<file path="config.mk">
export PLATFORM = sky130hd
export DESIGN_NAME = csss_top
export DESIGN_NICKNAME = d
export VERILOG_FILES = /design/src/inc/csss_pkg.sv /design/src/csss_top.sv
export SDC_FILE = /design/constraint.sdc
export NUM_CORES = 1
export LEC_CHECK = 0
export ABC_CLOCK_PERIOD_IN_PS = 2200
export BUFFER_PORTS_ARGS = -buffer_cell sky130_fd_sc_hd__buf_4
export CORE_MARGIN = 5
export CORE_UTILIZATION = 35
export CTS_BUF_LIST = sky130_fd_sc_hd__clkbuf_8 sky130_fd_sc_hd__clkbuf_16
export DETAILED_ROUTE_END_ITERATION = 8
export PLACE_DENSITY = 0.64
export SYNTH_ARGS = -nofsm -noshare
export SYNTH_HDL_FRONTEND = slang
export SYNTH_SLANG_ARGS = --single-unit
</file>
<file path="constraint.sdc">
create_clock -name CLK -period 2.2 [get_ports CLK]
set_input_delay 0.44 -clock CLK [delete_from_list [all_inputs] [get_ports CLK]]
set_output_delay 0.44 -clock CLK [all_outputs]
set_load 0.005 [all_outputs]
</file>
<file path="src/inc/csss_pkg.sv">
// package: constants and types of the clock source and start-up selector
package csss_pkg;
    // fuse polarity: 1 = unprogrammed, 0 = programmed
    localparam logic FUSE_PROGRAMMED = 1'h0;
    localparam logic FUSE_UNPROGRAMMED = 1'h1;
    // factory fuse image
    localparam logic [3:0] CLKSRC_DEFAULT = 4'h1;
    localparam logic [1:0] STARTUP_DEFAULT = 2'h2;
    localparam logic SWING_DEFAULT = 1'h1;
    // clock-source code boundaries
    localparam logic [3:0] CODE_XTAL_LOW = 4'hA;
    localparam logic [3:0] CODE_LFXTAL = 4'h9;
    localparam logic [3:0] CODE_EXTRC_LOW = 4'h5;
    localparam logic [3:0] CODE_INTRC_LOW = 4'h1;
    // three-bit crystal and two-bit other start-up codes
    localparam logic [2:0] XS_258_MAX = 3'h1;
    localparam logic [2:0] XS_1K_MAX = 3'h4;
    localparam logic [2:0] XS_NONE_A = 3'h2;
    localparam logic [2:0] XS_NONE_B = 3'h5;
    localparam logic [2:0] XS_SHORT_A = 3'h0;
    localparam logic [2:0] XS_SHORT_B = 3'h3;
    localparam logic [2:0] XS_SHORT_C = 3'h6;
    localparam logic [1:0] SUT_NONE = 2'h0;
    localparam logic [1:0] SUT_SHORT = 2'h1;
    // wake counts in selected-oscillator cycles
    localparam logic [16:0] WAKE_258 = 17'h00102;
    localparam logic [16:0] WAKE_1K = 17'h00400;
    localparam logic [16:0] WAKE_OTHER = 17'h00006;
    localparam int WAKE_16K = 16384;
    // watchdog oscillator time-outs
    localparam int WDT_SHORT = 4096;
    localparam int WDT_LONG = 65536;
    // register byte offsets
    localparam logic [11:0] OFS_FUSE = 12'h000;
    localparam logic [11:0] OFS_CTRL = 12'h004;
    localparam logic [11:0] OFS_STATUS = 12'h008;
    // fuse register fields
    localparam int F_CLKSRC_LSB = 0;
    localparam int F_STARTUP_LSB = 4;
    localparam int F_SWING_BIT = 6;
    // control register fields
    localparam int C_SLEEP_LSB = 0;
    localparam int C_ASYNC_BIT = 2;
    // status register fields
    localparam int S_STATE_LSB = 0;
    localparam int S_SRC_LSB = 4;
    localparam int S_RANGE_LSB = 8;
    localparam int S_SWING_BIT = 11;
    localparam int S_RUN_BIT = 12;
    typedef enum logic [2:0] {
        CSSS_SRC_XTAL = 3'h0,
        CSSS_SRC_LFXTAL = 3'h1,
        CSSS_SRC_EXTRC = 3'h2,
        CSSS_SRC_INTRC = 3'h3,
        CSSS_SRC_EXTCLK = 3'h4
    } csss_src_t;
    typedef enum logic [1:0] {
        CSSS_SLP_IDLE = 2'h0,
        CSSS_SLP_CONV = 2'h1,
        CSSS_SLP_PDOWN = 2'h2,
        CSSS_SLP_PSAVE = 2'h3
    } csss_sleep_t;
    typedef enum logic [2:0] {
        CSSS_ST_OSC = 3'h0,
        CSSS_ST_DLY = 3'h1,
        CSSS_ST_RUN = 3'h3,
        CSSS_ST_SLEEP = 3'h2,
        CSSS_ST_WAKE = 3'h6
    } csss_state_t;
endpackage : csss_pkg

</file>
<file path="src/csss_top.sv">
// clock source decode, start-up sequencing and clock-domain gating
// Function
// - clock-source code 1111..1010 is crystal, 1001 low-frequency crystal, 1000..0101 external RC, 0100..0001 internal RC, 0000 external clock.
// - each fuse bit reads one when unprogrammed and zero when programmed, and decoding uses that polarity.
// - on wake from power-down or power-save, start-up cycles of the selected oscillator are counted before execution resumes.
// - after reset a further delay follows the oscillator count, timed by the watchdog oscillator, except for start-up codes that select no delay.
// - the reset delay is either 4096 or 65536 watchdog oscillator cycles.
// - the fuses come up as clock source 0001 and start-up 10.
// - with the crystal selected, the upper three source bits give amplifier range 101, 110 or 111.
// - the amplifier runs full swing when the swing fuse is 0 and reduced swing when it is 1.
// - crystal code {source bit 0, start-up bits} 000-001 wakes in 258 cycles, 010-100 in 1K, 101-111 in 16K.
// - crystal codes 010 and 101 give no reset delay, 000/011/110 the short one, 001/100/111 the long one.
// - the asynchronous timer has its own clock domain that keeps running in sleep.
// - the converter has its own clock domain that runs while CPU and I/O clocks are gated in converter sleep mode.
// - the flash interface clock is gated together with the CPU clock.
`timescale 1ns/1ps
module csss_top #(
    parameter int WAKE_LONG_CYC = csss_pkg::WAKE_16K,
    parameter int WDT_SHORT_CYC = csss_pkg::WDT_SHORT,
    parameter int WDT_LONG_CYC = csss_pkg::WDT_LONG
) (
    input wire logic CLK,
    input wire logic RST_B,
    input wire logic PSEL,
    input wire logic PENABLE,
    input wire logic PWRITE,
    input wire logic [11:0] PADDR,
    input wire logic [31:0] PWDATA,
    output logic [31:0] PRDATA,
    output logic PREADY,
    output logic PSLVERR,
    input wire logic OSC_TICK,
    input wire logic WDT_OSC_TICK,
    input wire logic WAKE_EVENT,
    input wire logic SLEEP_REQ,
    output logic RUN,
    output logic CPU_CLK_EN,
    output logic FLASH_CLK_EN,
    output logic IO_CLK_EN,
    output logic CONV_CLK_EN,
    output logic ASYNC_TIMER_CLK_EN,
    output logic [2:0] CLOCK_SOURCE,
    output logic [2:0] CRYSTAL_RANGE,
    output logic AMP_FULL_SWING
);
    localparam logic [16:0] WAKE_LONG = 17'(WAKE_LONG_CYC);
    localparam logic [16:0] WDT_SHORT_N = 17'(WDT_SHORT_CYC);
    localparam logic [16:0] WDT_LONG_N = 17'(WDT_LONG_CYC);

    ////////////////////////////////////////////////////////////////////////
    // reset release and input synchronisers
    logic [1:0] rst_pipe;
    logic rst_n;
    always_ff @(posedge CLK or negedge RST_B) begin
        if (!RST_B) begin
            rst_pipe <= 2'h0;
        end else begin
            rst_pipe <= {rst_pipe[0], 1'h1};
        end
    end
    assign rst_n = rst_pipe[1];

    logic [2:0] osc_sync;
    logic [2:0] wdt_sync;
    logic [1:0] wake_sync;
    logic [2:0] next_osc_sync;
    logic [2:0] next_wdt_sync;
    logic [1:0] next_wake_sync;
    logic osc_edge;
    logic wdt_edge;
    always_comb begin
        next_osc_sync = {osc_sync[1:0], OSC_TICK};
        next_wdt_sync = {wdt_sync[1:0], WDT_OSC_TICK};
        next_wake_sync = {wake_sync[0], WAKE_EVENT};
    end
    always_ff @(posedge CLK or negedge rst_n) begin
        if (!rst_n) begin
            osc_sync <= 3'h0;
            wdt_sync <= 3'h0;
            wake_sync <= 2'h0;
        end else begin
            osc_sync <= next_osc_sync;
            wdt_sync <= next_wdt_sync;
            wake_sync <= next_wake_sync;
        end
    end
    // rising edges seen after the second stage only
    assign osc_edge = osc_sync[1] & ~osc_sync[2];
    assign wdt_edge = wdt_sync[1] & ~wdt_sync[2];

    ////////////////////////////////////////////////////////////////////////
    // register file
    logic [3:0] clock_source_select_fuses;
    logic [1:0] startup_time_fuses;
    logic amplifier_swing_option_fuse;
    logic [1:0] sleep_mode;
    logic async_enable;
    logic [31:0] rdata;
    logic slverr;
    logic [3:0] next_clksrc;
    logic [1:0] next_startup;
    logic next_swing;
    logic [1:0] next_sleep_mode;
    logic next_async_enable;
    logic [31:0] next_rdata;
    logic next_slverr;
    logic setup;
    logic access_wr;
    logic addr_hit;
    logic [31:0] status_word;
    csss_pkg::csss_state_t state;
    csss_pkg::csss_src_t src;
    logic [2:0] range_code;

    assign setup = PSEL & ~PENABLE;
    assign access_wr = PSEL & PENABLE & PWRITE;
    assign addr_hit = (PADDR == csss_pkg::OFS_FUSE)
        | (PADDR == csss_pkg::OFS_CTRL) | (PADDR == csss_pkg::OFS_STATUS);

    always_comb begin
        status_word = 32'h0;
        status_word[csss_pkg::S_STATE_LSB +: 3] = state;
        status_word[csss_pkg::S_SRC_LSB +: 3] = src;
        status_word[csss_pkg::S_RANGE_LSB +: 3] = range_code;
        status_word[csss_pkg::S_SWING_BIT] = AMP_FULL_SWING;
        status_word[csss_pkg::S_RUN_BIT] = RUN;
    end

    always_comb begin
        next_clksrc = clock_source_select_fuses;
        next_startup = startup_time_fuses;
        next_swing = amplifier_swing_option_fuse;
        next_sleep_mode = sleep_mode;
        next_async_enable = async_enable;
        next_rdata = rdata;
        next_slverr = slverr;
        if (setup) begin
            next_slverr = ~addr_hit;
            next_rdata = 32'h0;
            if (!PWRITE) begin
                unique case (PADDR)
                    csss_pkg::OFS_FUSE: begin
                        next_rdata[csss_pkg::F_CLKSRC_LSB +: 4] =
                            clock_source_select_fuses;
                        next_rdata[csss_pkg::F_STARTUP_LSB +: 2] =
                            startup_time_fuses;
                        next_rdata[csss_pkg::F_SWING_BIT] =
                            amplifier_swing_option_fuse;
                    end
                    csss_pkg::OFS_CTRL: begin
                        next_rdata[csss_pkg::C_SLEEP_LSB +: 2] = sleep_mode;
                        next_rdata[csss_pkg::C_ASYNC_BIT] = async_enable;
                    end
                    csss_pkg::OFS_STATUS: begin
                        next_rdata = status_word;
                    end
                    default: begin
                        next_rdata = 32'h0;
                    end
                endcase
            end
        end
        if (access_wr && PADDR == csss_pkg::OFS_FUSE) begin
            next_clksrc = PWDATA[csss_pkg::F_CLKSRC_LSB +: 4];
            next_startup = PWDATA[csss_pkg::F_STARTUP_LSB +: 2];
            next_swing = PWDATA[csss_pkg::F_SWING_BIT];
        end
        if (access_wr && PADDR == csss_pkg::OFS_CTRL) begin
            next_sleep_mode = PWDATA[csss_pkg::C_SLEEP_LSB +: 2];
            next_async_enable = PWDATA[csss_pkg::C_ASYNC_BIT];
        end
    end

    always_ff @(posedge CLK or negedge rst_n) begin
        if (!rst_n) begin
            clock_source_select_fuses <= csss_pkg::CLKSRC_DEFAULT;
            startup_time_fuses <= csss_pkg::STARTUP_DEFAULT;
            amplifier_swing_option_fuse <= csss_pkg::SWING_DEFAULT;
            sleep_mode <= csss_pkg::CSSS_SLP_IDLE;
            async_enable <= 1'h0;
            rdata <= 32'h0;
            slverr <= 1'h0;
        end else begin
            clock_source_select_fuses <= next_clksrc;
            startup_time_fuses <= next_startup;
            amplifier_swing_option_fuse <= next_swing;
            sleep_mode <= next_sleep_mode;
            async_enable <= next_async_enable;
            rdata <= next_rdata;
            slverr <= next_slverr;
        end
    end

    assign PREADY = 1'h1;
    assign PRDATA = rdata;
    assign PSLVERR = PSEL & PENABLE & slverr;

    ////////////////////////////////////////////////////////////////////////
    // fuse decode
    logic [2:0] xtal_code;
    logic [16:0] wake_count;
    logic [16:0] delay_count;
    logic delay_none;
    logic [2:0] crystal_range_select_fuses;
    logic crystal_startup_select_bit;

    assign crystal_range_select_fuses = clock_source_select_fuses[3:1];
    assign crystal_startup_select_bit = clock_source_select_fuses[0];
    assign xtal_code = {crystal_startup_select_bit, startup_time_fuses};

    always_comb begin
        if (clock_source_select_fuses >= csss_pkg::CODE_XTAL_LOW) begin
            src = csss_pkg::CSSS_SRC_XTAL;
        end else if (clock_source_select_fuses == csss_pkg::CODE_LFXTAL) begin
            src = csss_pkg::CSSS_SRC_LFXTAL;
        end else if (clock_source_select_fuses >= csss_pkg::CODE_EXTRC_LOW)
        begin
            src = csss_pkg::CSSS_SRC_EXTRC;
        end else if (clock_source_select_fuses >= csss_pkg::CODE_INTRC_LOW)
        begin
            src = csss_pkg::CSSS_SRC_INTRC;
        end else begin
            src = csss_pkg::CSSS_SRC_EXTCLK;
        end
    end

    always_comb begin
        range_code = 3'h0;
        if (src == csss_pkg::CSSS_SRC_XTAL) begin
            range_code = crystal_range_select_fuses;
        end
        wake_count = csss_pkg::WAKE_OTHER;
        delay_none = (startup_time_fuses == csss_pkg::SUT_NONE);
        delay_count = (startup_time_fuses == csss_pkg::SUT_SHORT)
            ? WDT_SHORT_N : WDT_LONG_N;
        if (src == csss_pkg::CSSS_SRC_LFXTAL) begin
            wake_count = csss_pkg::WAKE_1K;
            delay_none = 1'h0;
            delay_count = (startup_time_fuses == csss_pkg::SUT_NONE)
                ? WDT_SHORT_N : WDT_LONG_N;
        end
        if (src == csss_pkg::CSSS_SRC_XTAL) begin
            if (xtal_code <= csss_pkg::XS_258_MAX) begin
                wake_count = csss_pkg::WAKE_258;
            end else if (xtal_code <= csss_pkg::XS_1K_MAX) begin
                wake_count = csss_pkg::WAKE_1K;
            end else begin
                wake_count = WAKE_LONG;
            end
            delay_none = (xtal_code == csss_pkg::XS_NONE_A)
                | (xtal_code == csss_pkg::XS_NONE_B);
            if (xtal_code == csss_pkg::XS_SHORT_A
                || xtal_code == csss_pkg::XS_SHORT_B
                || xtal_code == csss_pkg::XS_SHORT_C) begin
                delay_count = WDT_SHORT_N;
            end else begin
                delay_count = WDT_LONG_N;
            end
        end
    end

    // programmed fuse (zero) gives the full swing
    assign AMP_FULL_SWING =
        (amplifier_swing_option_fuse == csss_pkg::FUSE_PROGRAMMED);
    assign CLOCK_SOURCE = src;
    assign CRYSTAL_RANGE = range_code;

    ////////////////////////////////////////////////////////////////////////
    // start-up sequencer
    csss_pkg::csss_state_t next_state;
    logic [16:0] count;
    logic [16:0] next_count;
    logic deep_sleep;

    assign deep_sleep = (sleep_mode == csss_pkg::CSSS_SLP_PDOWN)
        | (sleep_mode == csss_pkg::CSSS_SLP_PSAVE);

    always_comb begin
        next_state = state;
        next_count = count;
        unique case (state)
            csss_pkg::CSSS_ST_OSC: begin
                if (osc_edge) begin
                    next_count = count + 17'h1;
                end
                if (count >= wake_count) begin
                    next_count = 17'h0;
                    if (delay_none) begin
                        next_state = csss_pkg::CSSS_ST_RUN;
                    end else begin
                        next_state = csss_pkg::CSSS_ST_DLY;
                    end
                end
            end
            csss_pkg::CSSS_ST_DLY: begin
                if (wdt_edge) begin
                    next_count = count + 17'h1;
                end
                if (count >= delay_count) begin
                    next_count = 17'h0;
                    next_state = csss_pkg::CSSS_ST_RUN;
                end
            end
            csss_pkg::CSSS_ST_RUN: begin
                if (SLEEP_REQ) begin
                    next_state = csss_pkg::CSSS_ST_SLEEP;
                end
            end
            csss_pkg::CSSS_ST_SLEEP: begin
                if (wake_sync[1]) begin
                    next_count = 17'h0;
                    next_state = deep_sleep ? csss_pkg::CSSS_ST_WAKE
                        : csss_pkg::CSSS_ST_RUN;
                end
            end
            csss_pkg::CSSS_ST_WAKE: begin
                if (osc_edge) begin
                    next_count = count + 17'h1;
                end
                if (count >= wake_count) begin
                    next_count = 17'h0;
                    next_state = csss_pkg::CSSS_ST_RUN;
                end
            end
            default: begin
                next_count = 17'h0;
                next_state = csss_pkg::CSSS_ST_OSC;
            end
        endcase
    end

    always_ff @(posedge CLK or negedge rst_n) begin
        if (!rst_n) begin
            state <= csss_pkg::CSSS_ST_OSC;
            count <= 17'h0;
        end else begin
            state <= next_state;
            count <= next_count;
        end
    end

    ////////////////////////////////////////////////////////////////////////
    // clock-domain enables
    logic run_q;
    logic cpu_q;
    logic io_q;
    logic conv_q;
    logic asy_q;
    logic next_run;
    logic next_cpu;
    logic next_io;
    logic next_conv;
    logic next_asy;

    always_comb begin
        next_run = (next_state == csss_pkg::CSSS_ST_RUN);
        next_cpu = next_run;
        next_io = next_run;
        next_conv = next_run;
        if (next_state == csss_pkg::CSSS_ST_SLEEP) begin
            next_io = (sleep_mode == csss_pkg::CSSS_SLP_IDLE);
            next_conv = (sleep_mode == csss_pkg::CSSS_SLP_IDLE)
                | (sleep_mode == csss_pkg::CSSS_SLP_CONV);
        end
        // async domain ignores sleep and start-up gating
        next_asy = async_enable;
    end

    always_ff @(posedge CLK or negedge rst_n) begin
        if (!rst_n) begin
            run_q <= 1'h0;
            cpu_q <= 1'h0;
            io_q <= 1'h0;
            conv_q <= 1'h0;
            asy_q <= 1'h0;
        end else begin
            run_q <= next_run;
            cpu_q <= next_cpu;
            io_q <= next_io;
            conv_q <= next_conv;
            asy_q <= next_asy;
        end
    end

    assign RUN = run_q;
    assign CPU_CLK_EN = cpu_q;
    assign FLASH_CLK_EN = cpu_q;
    assign IO_CLK_EN = io_q;
    assign CONV_CLK_EN = conv_q;
    assign ASYNC_TIMER_CLK_EN = asy_q;
endmodule : csss_top

</file>
==> metrics <==
ratio of cells with drive above 1 in the final layout=0.394; H-tree depth=3; largest net degree at the start of global routing=37; Total Power=3990 uW; worst endpoint data arrival time=3.27 ns; CP max stage delay=0.56 ns; RSZ-0062 raised after global routing=yes; commonest non-fill, non-tap cell in the layout=buf_4; nets=524; Setup crit start kind=register; mux cell area share after synthesis=0.0476; Num CTS Buffers=9; Max VDD drop=0.398 mV; via count=2987; Clock Path Buffers=2; area share of the largest cell type after synthesis=0.396; number of synthesized register bits=57; HPWL after detailed placement=6460 um; final setup TNS=-16.42 ns; Initial Utilization=0.354; HP Class=primary input to register; Synth area leader=dfrtp_1; CP delay by family, top=compound AO/OA/AOI/OAI gates; Reg2Reg Depth=14; vias in the first global route=2892; row cnt=36; die area=11800 um2; commonest cells after routing, fill and taps aside=buf_4, dfrtp_1, inv_1, nand2_1, conb_1; Worst Skew=0.0143 ns; maximum fanout along the worst path=6; placed inst area=4240 um2; Syn Area/Cell=9.49 um2; synth warn=0; r2r setup slk=-0.81 ns; I/O pins=100; Pwr Density=859 nW/um2; hold path cells=1; Final Critical Period=3.01 ns; design area=4640 um2; status=finished with violations; complex-gate fraction of the synthesized area=0.196; vias per cell=4.98; worst setup path class=register to register; Filler cells=947; max-slew violation count=0; adder-cell share of the synthesized area=0.0330; clk sinks=57; max_cap viols=0; post-placement setup slack=-0.824 ns; main flop type after synthesis=dfrtp_1; drc violations=0; final antenna-violating net count=0; Die Span X=109 um; FF-to-FF Start=startup_time_fuses[1]$_DFFE_PN1P_; Seq/Total Area, Yosys=0.419; drt total wl=8830 um; mapped cell area=3420 um2; DR iter-0 viols=104; Final Wtd Congestion=0.849; Final Hold Fails=0; Min Hold Slack=0.203 ns; antenna violations before repair=0; slowest stage cell, crit path=dfstp_2; # diodes=0; global route total overflow=0; Lkg Pwr=0.00217 uW; global-route wire length before repair=13800 um; RR Endpoint=count[2]$_DFFE_PN0P_; Area contributors post-synth=dfrtp_1, buf_4, nand2_1; final setup fails=23; largest family of logic cells by synthesized area=compound AO/OA/AOI/OAI gates; post-synth cell types=53; Async SR Flop Fraction=1.00; later-pin clock latency in the skew report=0.35 ns; min-delay src=OSC_TICK; post-route setup slack=-0.806 ns; CP required=2.46 ns; final period utilization=1.37; area grow syn2layout=35.8%; failing checks=setup timing; GRT Util Overall=0.148; crit path capture type=register; core footprint=9640 um2; Hold EP=osc_sync[0]$_DFF_PN0_; EDFF count, synth=0; Synth Area in XOR/XNOR=0.00256; DR pass1 iterations=4; chip height=109 um; CTS root buf=clkbuf_8; simple-gate share of the synthesized area=0.184; drt wl/cell=14.7 um; Clk pin slew, worst setup/hold paths=0.07 ns; TritonCTS clock tree=yes; crit-path cells=o21a_1 > buf_4 > nand3b_1 > o21ai_1 > nand2_1 > o21ai_2 > ha_2 > or4b_1 > a211o_1 > a31oi_2 > a32o_2 > clkbuf_16 > a211oi_2 > o22ai_2; fmax=333 MHz; Post-Synthesis Cells=360; Buf/Inv on CP=2; IO Port Bufs=53
[flip-flops by register name, indices dropped and copies added (netlist names), 2 cells and up]
register,count
count,17
PRDATA,12
clock_source_select_fuses,4
osc_sync,3
state,3
wdt_sync,3
rst_pipe,2
sleep_mode,2
startup_time_fuses,2
wake_sync,2
[through the flow]
stage                util  std cells
floorplan               -        380
global placement    0.439        577
detailed placement  0.439        577
CTS                 0.467        596
global route        0.481        600
finish              0.481        600
[where the power goes]
group          total, uW  switching (uW)  internal [uW]
clock network       1030             408            619
registers           1210            81.2           1130
logic               1750             869            882
total               3990            1360           2630
[worst max-delay path by stage]
stage                                             startpoint               endpoint  cells past startpoint
global route               startup_time_fuses[1]$_DFFE_PN1P_  count[14]$_DFFE_PN0P_                     14
global placement           startup_time_fuses[1]$_DFFE_PN1P_   count[3]$_DFFE_PN0P_                     14
floorplan                  startup_time_fuses[1]$_DFFE_PN1P_  count[10]$_DFFE_PN0P_                     16
detailed placement  clock_source_select_fuses[1]$_DFFE_PN0P_  count[14]$_DFFE_PN0P_                     14
finish                     startup_time_fuses[1]$_DFFE_PN1P_   count[2]$_DFFE_PN0P_                     14
CTS                        startup_time_fuses[1]$_DFFE_PN1P_  count[15]$_DFFE_PN0P_                     15
[synthesized netlist by cell type, types with 2 or more instances]
master / count
mux2i_1: 5
a21boi_0: 2
nand4_1: 8
or2_2: 2
a21oi_1: 6
o211ai_1: 2
dfrtp_1: 54
inv_1: 31
and2_1: 3
a211oi_2: 7
nor2_1: 14
nand3_1: 14
a211oi_1: 10
nor2b_1: 3
clkbuf_1: 12
buf_6: 3
o22ai_2: 10
ha_1: 9
o31a_1: 2
a31oi_1: 2
nand2b_1: 6
o22ai_1: 3
a22o_1: 3
o21ai_0: 23
a32o_1: 2
and4_1: 3
o21a_1: 4
and3_1: 5
conb_1: 2
nor3_1: 8
dfstp_2: 3
or3_1: 3
buf_4: 26
mux2_2: 10
nor4_1: 9
nand2_1: 34
[logic make-up (layout without fill, tap and decap cells)]
family,after synthesis,count (layout)
and+or+nand+nor,119,119
AOI/OAI and AO/OA,84,84
buffers and inverters,73,160
DFF,57,57
muxes,15,15
adders and majority gates,9,9
other,2,22
xor gates and xnor gates,1,1
[cell type report]
| type | count | area, um2 | share of cell area |
|---|---|---|---|
| Clock buffer | 9 | 124 | 0.0267 |
| Tap cell | 133 | 166 | 0.0359 |
| Timing Repair Buffer | 113 | 947 | 0.204 |
| Sequential cell | 57 | 1430 | 0.309 |
| Inverter | 31 | 116 | 0.0251 |
| Multi-Input combinational cell | 250 | 1770 | 0.382 |
| Clock inverter | 7 | 80.1 | 0.0173 |
[layer usage]
metal | track usage | vias up | share of wire | routed length [um]
met2 | 0.242 | 99 | 0.50 | 4380
met1 | 0.186 | 1432 | 0.42 | 3690
li1 | - | 1446 | - | -
met4 | 0.0397 | 0 | 0.012 | 102
met5 | 0 | - | 0 | 0
met3 | 0.0503 | 10 | 0.074 | 657
[worst reg2reg max path: cells and delay by family, from the launching register on]
kind            cells  cell delay [ns]
compound gates      8             1.28
simple gates        3             0.57
flops               1             0.56
buf+inv             2             0.32
fa+ha+maj           1             0.18
[repair_timing]
action / 4_1_cts / 5_1_grt
setup endpoints to repair: 23 / 23
buffers inserted: 2 / 2
gates resized for setup: 11 / 20
pin swaps: 4 / 10
hold endpoints to repair: 2 / 0
gates cloned: 0 / 2
hold buffers: 1 / 0
No activity file was read; power rests on OpenSTA's default activity.
